[config.mk]
export PLATFORM = sky130hd
export DESIGN_NAME = prcd_decoder
export DESIGN_NICKNAME = d
export VERILOG_FILES = /design/src/hdl/prcd_unused_placeholder.sv /design/src/hdl/prcd_pkg.sv /design/src/hdl/prcd_decoder.sv /design/src/hdl/prcd_crc_pair.sv
export SDC_FILE = /design/constraint.sdc
export NUM_CORES = 2
export LEC_CHECK = 0
export ABC_AREA = 1
export BUFFER_PORTS_ARGS = -buffer_cell sky130_fd_sc_hd__buf_2
export CORE_MARGIN = 2
export CORE_UTILIZATION = 64
export CTS_CLUSTER_SIZE = 20
export DETAILED_ROUTE_END_ITERATION = 8
export MAX_ROUTING_LAYER = met4
export PLACE_DENSITY = 0.81
export REMOVE_ABC_BUFFERS = 1
export SETUP_SLACK_MARGIN = 0.05
export SYNTH_ARGS = -nofsm -noshare
export SYNTH_HDL_FRONTEND = slang
export SYNTH_HIERARCHICAL = 1
export SYNTH_SLANG_ARGS = --single-unit
[constraint.sdc]
create_clock -name clk -period 71 [get_ports clk]
set_clock_uncertainty 0.15 [all_clocks]
set_input_delay 14.2 -clock clk [delete_from_list [all_inputs] [get_ports clk]]
set_output_delay 14.2 -clock clk [all_outputs]
set_load 0.02 [all_outputs]
[src/hdl/prcd_unused_placeholder.sv]
`timescale 1ns/1ps
`default_nettype none
`default_nettype wire

[src/hdl/prcd_pkg.sv]
// Constants and types shared by the parallel register command decoder.
// Assumes a single system clock and an active-high asynchronous reset.
package prcd_pkg;

  // ****************************************************************
  // Command word layout
  // ****************************************************************
  localparam int unsigned PRCD_WORD_W    = 16;
  localparam int unsigned PRCD_WR_BIT    = 15;
  localparam int unsigned PRCD_SEL_HI    = 14;
  localparam int unsigned PRCD_SEL_LO    = 9;
  localparam int unsigned PRCD_STACK_BIT = 14;
  localparam int unsigned PRCD_DATA_W    = 9;
  localparam int unsigned PRCD_SEL_W     = 6;
  localparam int unsigned PRCD_IDX_W     = 5;

  // ****************************************************************
  // Register select codes
  // ****************************************************************
  localparam logic [4:0] PRCD_SEL_RESULTS = 5'h00;
  localparam logic [4:0] PRCD_SEL_SETUP   = 5'h02;
  localparam logic [4:0] PRCD_SEL_STATUS  = 5'h08;

  // ****************************************************************
  // Device setup register fields
  // ****************************************************************
  localparam logic [6:0] PRCD_SETUP_RESET = 7'h00;
  localparam int unsigned PRCD_FAULT_BIT  = 7;
  localparam int unsigned PRCD_BURST_BIT  = 6;
  localparam int unsigned PRCD_SEQ_BIT    = 5;
  localparam int unsigned PRCD_OSR_HI     = 4;
  localparam int unsigned PRCD_OSR_LO     = 2;
  localparam int unsigned PRCD_STAT_BIT   = 1;
  localparam int unsigned PRCD_CRC_BIT    = 0;
  localparam logic [2:0] PRCD_OSR_OFF     = 3'h0;

  // ****************************************************************
  // Sequencer stack layer fields
  // ****************************************************************
  localparam int unsigned PRCD_LAST_BIT   = 8;
  localparam int unsigned PRCD_LAYERS     = 32;
  localparam int unsigned PRCD_INIT_PAIRS = 8;
  localparam logic [8:0] PRCD_LAYER_ZERO  = 9'h000;
  localparam logic [7:0] PRCD_CRC_SEED    = 8'h00;

  // Conversion control states, Gray coded along idle, start, wait.
  typedef enum logic [1:0] {
    PRCD_IDLE  = 2'h0,
    PRCD_START = 2'h1,
    PRCD_WAIT  = 2'h3
  } prcd_conv_e;

endpackage

[src/hdl/prcd_decoder.sv]
// Command decoder, setup register, sequencer stack and result readback.
// Assumes all inputs are synchronous to clk and the converter core
// answers every conv_start with one conv_done carrying both results.
`timescale 1ns/1ps
`default_nettype none
module prcd_decoder
  import prcd_pkg::*;
#(
  parameter int unsigned LAYERS = PRCD_LAYERS
)
(
  input  wire logic        clk,
  input  wire logic        rst,
  input  wire logic        cmd_write,
  input  wire logic [15:0] data_lines_in,
  input  wire logic        read_active,
  output logic      [15:0] data_lines_out,
  output logic             data_lines_oe,
  input  wire logic        software_mode,
  input  wire logic        selftest_fault_in,
  input  wire logic [7:0]  manual_pair,
  input  wire logic        conversion_trigger,
  input  wire logic        conv_done,
  input  wire logic [15:0] result_a,
  input  wire logic [15:0] result_b,
  output logic             conv_start,
  output logic      [7:0]  conv_pair,
  output logic             conv_busy,
  output logic      [2:0]  oversample_ratio,
  output logic             burst_enable,
  output logic             sequencer_enable,
  output logic             status_append_enable,
  output logic             selftest_fault_flag
);

  // ****************************************************************
  // State
  // ****************************************************************
  typedef struct packed {
    logic [6:0]              setup;
    logic                    fault;
    logic [LAYERS-1:0][8:0]  stack;
    logic                    res_mode;
    logic [4:0]              rd_sel;
    logic                    rd_stack;
    logic [6:0]              rd_ptr;
    logic                    rd_prev;
    logic [LAYERS-1:0][31:0] res;
    logic [5:0]              cnt;
    logic [4:0]              layer;
    logic [7:0]              crc;
    logic [7:0]              last_pair;
    prcd_conv_e              conv;
    logic [15:0]             dout;
    logic                    oe;
    logic                    start;
    logic [7:0]              pair;
    logic [2:0]              os_eff;
    logic                    burst_eff;
    logic                    seq_eff;
    logic                    stat_eff;
    logic                    busy;
    logic                    init;
  } prcd_state_s;

  prcd_state_s st_reg;
  prcd_state_s st_next;
  wire logic [LAYERS-1:0][8:0] stack_init;
  logic [7:0]             crc_new;

  // ****************************************************************
  // Stack reset image: first layers walk pairs 0..7, the rest zero
  // ****************************************************************
  genvar gi;
  generate
    for (gi = 0; gi < LAYERS; gi++) begin : g_init
      if (gi < PRCD_INIT_PAIRS) begin : g_pair
        assign stack_init[gi] = {1'b0, 4'(gi), 4'(gi)};
      end else begin : g_zero
        assign stack_init[gi] = PRCD_LAYER_ZERO;
      end
    end
  endgenerate

  prcd_crc_pair u_crc (
    .crc_in  (st_reg.crc),
    .data_a  (result_a),
    .data_b  (result_b),
    .crc_out (crc_new)
  );

  // ****************************************************************
  // Next state
  // ****************************************************************
  logic              wr_flag;
  logic              sel_stack;
  logic [4:0]        sel_low;
  logic [8:0]        wdata;
  logic [15:0]       word;
  logic [6:0]        nwords;
  logic [8:0]        cur_layer;
  logic              sw_burst;
  logic              sw_seq;
  logic              sw_stat;

  always_comb begin
    st_next   = st_reg;
    wr_flag   = data_lines_in[PRCD_WR_BIT];
    sel_stack = data_lines_in[PRCD_STACK_BIT];
    sel_low   = data_lines_in[PRCD_SEL_HI-1:PRCD_SEL_LO];
    wdata     = data_lines_in[PRCD_DATA_W-1:0];
    word      = 16'h0000;
    nwords    = {st_reg.cnt, 1'b0};
    cur_layer = st_reg.stack[st_reg.layer];
    sw_burst  = software_mode & st_reg.setup[PRCD_BURST_BIT];
    sw_seq    = software_mode & st_reg.setup[PRCD_SEQ_BIT];
    sw_stat   = software_mode & (st_reg.setup[PRCD_STAT_BIT]
                               | st_reg.setup[PRCD_CRC_BIT]);

    st_next.fault    = st_reg.fault | selftest_fault_in;
    st_next.os_eff   = software_mode
                       ? st_reg.setup[PRCD_OSR_HI:PRCD_OSR_LO]
                       : PRCD_OSR_OFF;
    st_next.burst_eff = sw_burst;
    st_next.seq_eff   = sw_seq;
    st_next.stat_eff  = sw_stat;
    st_next.start     = 1'b0;
    st_next.init      = 1'b1;

    // Layers take their reset pairs on the first edge after release.
    if (!st_reg.init) begin
      st_next.stack = stack_init;
    end

    // Command decode.
    if (cmd_write) begin
      if (wr_flag) begin
        if (sel_stack) begin
          st_next.stack[sel_low] = wdata;
        end else if (sel_low == PRCD_SEL_SETUP) begin
          st_next.setup = wdata[PRCD_FAULT_BIT-1:0];
        end
      end else begin
        st_next.rd_stack = sel_stack;
        st_next.rd_sel   = sel_low;
        st_next.res_mode = !sel_stack
                           && (sel_low == PRCD_SEL_RESULTS);
        st_next.rd_ptr   = 7'h00;
      end
    end

    // Readback word for the current pointer.
    if (st_reg.res_mode) begin
      if (st_reg.rd_ptr < nwords) begin
        word = st_reg.rd_ptr[0]
               ? st_reg.res[st_reg.rd_ptr[5:1]][15:0]
               : st_reg.res[st_reg.rd_ptr[5:1]][31:16];
      end else if (st_reg.rd_ptr == nwords && st_reg.stat_eff) begin
        word = {st_reg.last_pair, st_reg.crc};
      end
    end else if (st_reg.rd_stack) begin
      word = {1'b0, 1'b1, st_reg.rd_sel, st_reg.stack[st_reg.rd_sel]};
    end else if (st_reg.rd_sel == PRCD_SEL_SETUP) begin
      word = {1'b0, 1'b0, PRCD_SEL_SETUP, 1'b0, st_reg.fault,
              st_reg.setup};
    end else if (st_reg.rd_sel == PRCD_SEL_STATUS) begin
      word = {st_reg.last_pair, st_reg.crc};
    end

    st_next.rd_prev = read_active;
    st_next.oe      = read_active;
    if (read_active && !st_reg.rd_prev) begin
      st_next.dout = word;
      if (st_reg.res_mode) begin
        st_next.rd_ptr = st_reg.rd_ptr + 7'h01;
      end
    end

    // Conversion control.
    unique case (st_reg.conv)
      PRCD_IDLE: begin
        if (conversion_trigger) begin
          st_next.cnt    = 6'h00;
          st_next.crc    = PRCD_CRC_SEED;
          st_next.rd_ptr = 7'h00;
          if (!sw_seq || sw_burst) begin
            st_next.layer = 5'h00;
          end
          st_next.conv = PRCD_START;
        end
      end
      PRCD_START: begin
        st_next.pair  = sw_seq ? cur_layer[7:0] : manual_pair;
        st_next.start = 1'b1;
        st_next.conv  = PRCD_WAIT;
      end
      PRCD_WAIT: begin
        if (conv_done) begin
          st_next.res[st_reg.cnt[4:0]] = {result_a, result_b};
          st_next.cnt       = st_reg.cnt + 6'h01;
          st_next.crc       = crc_new;
          st_next.last_pair = st_reg.pair;
          if (sw_seq) begin
            st_next.layer = (cur_layer[PRCD_LAST_BIT]
                             || st_reg.layer == 5'(LAYERS - 1))
                            ? 5'h00 : st_reg.layer + 5'h01;
          end
          if (sw_seq && sw_burst && !cur_layer[PRCD_LAST_BIT]
              && st_reg.layer != 5'(LAYERS - 1)) begin
            st_next.conv = PRCD_START;
          end else begin
            st_next.conv = PRCD_IDLE;
          end
        end
      end
    endcase
    st_next.busy = st_next.conv != PRCD_IDLE;
  end

  always_ff @(posedge clk or posedge rst) begin
    if (rst) begin
      st_reg           <= '0;
      st_reg.setup     <= PRCD_SETUP_RESET;
      st_reg.conv      <= PRCD_IDLE;
      st_reg.crc       <= PRCD_CRC_SEED;
    end else begin
      st_reg <= st_next;
    end
  end

  assign data_lines_out       = st_reg.dout;
  assign data_lines_oe        = st_reg.oe;
  assign conv_start           = st_reg.start;
  assign conv_pair            = st_reg.pair;
  assign conv_busy            = st_reg.busy;
  assign oversample_ratio     = st_reg.os_eff;
  assign burst_enable         = st_reg.burst_eff;
  assign sequencer_enable     = st_reg.seq_eff;
  assign status_append_enable = st_reg.stat_eff;
  assign selftest_fault_flag  = st_reg.fault;

  // ****************************************************************
  // Checks
  // ****************************************************************
  AST_SETUP_WRITE: assert property (@(posedge clk) disable iff (rst)
    cmd_write && data_lines_in[15] && !data_lines_in[14]
    && data_lines_in[13:9] == PRCD_SEL_SETUP
    |=> st_reg.setup == $past(data_lines_in[6:0]))
    else $error("setup write not stored");
  AST_STACK_WRITE: assert property (@(posedge clk) disable iff (rst)
    cmd_write && data_lines_in[15] && data_lines_in[14]
    |=> st_reg.stack[$past(data_lines_in[13:9])]
        == $past(data_lines_in[8:0]))
    else $error("stack write not stored");
  AST_NO_WRITE: assert property (@(posedge clk) disable iff (rst)
    cmd_write && data_lines_in[15] && !data_lines_in[14]
    && data_lines_in[13:9] != PRCD_SEL_SETUP && st_reg.init
    |=> $stable(st_reg.setup) && $stable(st_reg.stack))
    else $error("unlisted write changed a register");
  AST_RESULT_MODE: assert property (@(posedge clk) disable iff (rst)
    cmd_write && data_lines_in[15:9] == 7'h00 |=> st_reg.res_mode)
    else $error("result readback not armed");
  AST_FAULT: assert property (@(posedge clk) disable iff (rst)
    selftest_fault_in |=> selftest_fault_flag [*3])
    else $error("fault flag not held");
  AST_SINGLE: assert property (@(posedge clk) disable iff (rst)
    st_reg.conv == PRCD_WAIT && conv_done && !st_reg.burst_eff
    && !(software_mode && st_reg.setup[6])
    |=> !conv_busy ##1 !conv_start)
    else $error("extra conversion without burst");
  AST_BURST: assert property (@(posedge clk) disable iff (rst)
    st_reg.conv == PRCD_WAIT && conv_done && software_mode
    && st_reg.setup[6] && st_reg.setup[5]
    && !st_reg.stack[st_reg.layer][8] && st_reg.layer != 5'h1f
    |=> ##1 conv_start)
    else $error("burst did not continue");
  AST_SW_MODE: assert property (@(posedge clk) disable iff (rst)
    !software_mode |=> !burst_enable && !sequencer_enable
    && !status_append_enable && oversample_ratio == PRCD_OSR_OFF)
    else $error("setup acted outside software mode");
  AST_STATUS: assert property (@(posedge clk) disable iff (rst)
    read_active && !st_reg.rd_prev && st_reg.res_mode
    && st_reg.stat_eff && st_reg.rd_ptr == {st_reg.cnt, 1'b0}
    |=> data_lines_out == {st_reg.last_pair, st_reg.crc})
    else $error("status word missing after results");

endmodule
`default_nettype wire

[src/hdl/prcd_crc_pair.sv]
// CRC update over one converted channel pair, A word first, then B.
// Assumes both result words are stable while the caller samples crc_out.
`timescale 1ns/1ps
`default_nettype none
module prcd_crc_pair
  import prcd_pkg::*;
(
  input  wire logic [7:0]  crc_in,
  input  wire logic [15:0] data_a,
  input  wire logic [15:0] data_b,
  output logic      [7:0]  crc_out
);

  // ****************************************************************
  // One word step of the checksum
  // ****************************************************************
  function automatic logic [7:0] prcd_step(input logic [15:0] d,
                                          input logic [7:0]  c);
    logic [7:0] o;
    o[0] = d[14]^d[12]^d[8]^d[7]^d[6]^d[0]^c[0]^c[4]^c[6];
    o[1] = d[15]^d[14]^d[13]^d[12]^d[9]^d[6]^d[1]^d[0]^c[1]^c[4]
           ^c[5]^c[6]^c[7];
    o[2] = d[15]^d[13]^d[12]^d[10]^d[8]^d[6]^d[2]^d[1]^d[0]^c[0]
           ^c[2]^c[4]^c[5]^c[7];
    o[3] = d[14]^d[13]^d[11]^d[9]^d[7]^d[3]^d[2]^d[1]^c[1]^c[3]
           ^c[5]^c[6];
    o[4] = d[15]^d[14]^d[12]^d[10]^d[8]^d[4]^d[3]^d[2]^c[0]^c[2]
           ^c[4]^c[6]^c[7];
    o[5] = d[15]^d[13]^d[11]^d[9]^d[5]^d[4]^d[3]^c[1]^c[3]^c[5]^c[7];
    o[6] = d[14]^d[12]^d[10]^d[6]^d[5]^d[4]^c[2]^c[4]^c[6];
    o[7] = d[15]^d[13]^d[11]^d[7]^d[6]^d[5]^c[3]^c[5]^c[7];
    return o;
  endfunction

  always_comb begin
    crc_out = prcd_step(data_b, prcd_step(data_a, crc_in));
  end

endmodule
`default_nettype wire

==> flow_metrics.tcl <==
set metrics [dict create \
    worstMarginPinSlew_ns 1.322 \
    crit_top_cell "buf_4" \
    setup_tns_ns 0 \
    die-area_um2 115500 \
    grt_max_degree 194 \
    max_freq_mhz 53.47 \
    cts-root-buf "clkbuf_16" \
    start_kind "input pin" \
    row_count 123 \
    synthDistinctLibCells 48 \
    worstSetupEndpointType "asynchronous set/reset pin" \
    cp_num_buf_inv 7 \
    max_stage_delay_ns 0.87 \
    cts_resized 0 \
    rsz0062_at_grt "false" \
    cp_top_family "buffers and inverters" \
    period_minus_slack_ns 18.70 \
    drc 0 \
    cts_max_path_buffers 3 \
    holdWs_ns 0.3281 \
    post_drt_via_cell_ratio 6.202 \
    path_cells "buf_2, inv_8, buf_12, buf_4, buf_4, buf_4, buf_4" \
    critPathKind "in2async" \
    grt_use_total 0.4172 \
    final_nets 9302 \
    ys_ff_latch 1397 \
    finalCritPeriodShare 0.2634 \
    largest_reg_flops 1357 \
    required_ns 71.62 \
    insertion_delay_ns 0.78 \
    fill_cells 8982 \
    outcome "finished clean" \
    ys.flop_type "dfrtp_1" \
    cp.depth 7 \
    drt_iter0_drc 10390 \
    synth-warning-count 6 \
    num_vias 67395 \
    cts_hold_buf 0 \
    final_common_cell "nand2_1" \
    setup-violations-final 0 \
    die_w_um 339.9 \
    area_growth_pct 7.209 \
    synth_area_um2 72190 \
    io_pins 98 \
    io_buffers 97 \
    relSlewSlack 0.1178 \
    synth_area_leaders "dfrtp_1 (48%), nand2_1 (13%), o21ai_0 (10%)" \
    final_area_um2 77390 \
    syn_inst 9664 \
    post-cts-setup-buffer-count 0 \
    cts_tree "yes" \
    p_leak_uw 0.03670 \
    core-area_um2 112200 \
    initial_core_util 0.6434 \
    cp.arrival_ns 19.32 \
    synth_area_leader_cell "dfrtp_1" \
    ant_nets 0 \
    synth_area_per_cell_um2 7.470 \
    async_reset_ff_frac 1.000 \
    max_cap_violations 0 \
    r2r_cells 12 \
    drv_slew 0 \
    powerDensity_nw_per_um2 31.86 \
    wirelength_mm 236.4 \
    dpl_cell_area_um2 72190 \
    fin_util 0.6898 \
    most-common-layout-cells "nand2_1 (2557), o21ai_0 (1514), dfrtp_1 (1386)" \
    grt.overflow.total 0 \
    min_path_cells 2 \
    hp-class "reg2reg" \
    synth_edf_count 0 \
    antenna_found_initial 27 \
    total_power_uw 2466 \
    die_h_um 339.9 \
    hold_violations 0 \
    dp_hpwl_mm 131.3 \
    cts_made_buffers 150 \
    grt_first_pass_wirelength_mm 363.2 \
    path_clk_slew_ns 0.06 \
    htreeDepth 4 \
    post_drt_wl_per_cell_um 21.75 \
    drt-pass1-iter-count 7 \
    drive_gt1_frac 0.07170 \
    critPathMaxFanout 170 \
    yosysTopAreaCellShare 0.4843 \
    slowest_stage "buf_4" \
    seq_area_frac_synth 0.4843 \
    ir_worst_vdd_uv 27.60 \
    cts_sinks 1397 \
    gp_congestion 0.9905 \
    grt_pass1_vias 62613 \
]
[cells in the mapped netlist, types with 51 or more instances]
| master | instances |
|---|---|
| dfrtp_1 | 1397 |
| nor2_1 | 287 |
| a21oi_1 | 302 |
| o21ai_1 | 68 |
| nand3_1 | 1189 |
| o21ai_0 | 1514 |
| nand2_2 | 51 |
| nand2_1 | 2565 |
| or2_2 | 130 |
| clkbuf_1 | 534 |
| inv_1 | 1002 |
| buf_2 | 146 |
| o211ai_1 | 162 |
[layer usage]
| metal | track usage | wire, um | part of all wire |
|---|---|---|---|
| met1 | 0.5344 | 88570 | 0.37 |
| met2 | 0.6028 | 103000 | 0.44 |
| met3 | 0.1061 | 29920 | 0.13 |
| met4 | 0.2431 | 14910 | 0.063 |
| met5 | - | 0 | 0 |
[through the flow]
| stage | cells | setup WS (ns) |
|---|---|---|
| finish | 10867 | 52.30 |
| floorplan | 8907 | 17.26 |
| detailed placement | 10573 | 51.29 |
| global placement | 10573 | 51.35 |
| CTS | 10844 | 52.06 |
| global route | 10865 | 51.47 |
[worst min-delay path: stages (launching register included)]
cell and delay, ns:
dfrtp_1 0.33, nand2_1 0.05, o21ai_0 0.06
[report_power, final]
group | total (uW) | internal, uW | switching [uW]
registers | 1050 | 942 | 106
logic | 601 | 199 | 403
clock network | 817 | 483 | 334
[cells by family after synthesis]
| logic type | after synthesis | share of synthesized area |
|---|---|---|
| AOI/OAI and AO/OA | 2109 | 0.1545 |
| xor gates and xnor gates | 51 | 0.006292 |
| adders and majority gates | 13 | 0.002253 |
| buffers and inverters | 1796 | 0.09819 |
| DFF | 1397 | 0.4843 |
| muxes | 18 | 0.002496 |
| other | 1 | 0.00005195 |
| and+or+nand+nor | 4279 | 0.2520 |
[layout make-up]
type | count | area [um2] | share of cell area
clock buffers | 216 | 4479 | 0.05788
repair buffers | 166 | 1079 | 0.01394
clock inverters | 55 | 665.6 | 0.008601
diodes | 23 | 57.56 | 0.0007437
inverters | 1039 | 3930 | 0.05078
well taps | 1500 | 1877 | 0.02425
multi-input cells | 6471 | 30310 | 0.3917
flip-flops and latches | 1397 | 34990 | 0.4521
[final timing paths]
path	startpoint	end	slack, ns
max	rst	st_reg[348]	52.30
min	st_reg[960]	st_reg[960]	0.33
max reg2reg	st_reg[1089]	data_lines_out[0]	65.96
min reg2reg	st_reg[960]	st_reg[960]	0.33
max in group clk	conv_done	st_reg[600]	54.54
min in group asynchronous	rst	st_reg[896]	13.46
Note: power is estimated with default switching activity, not from simulation.
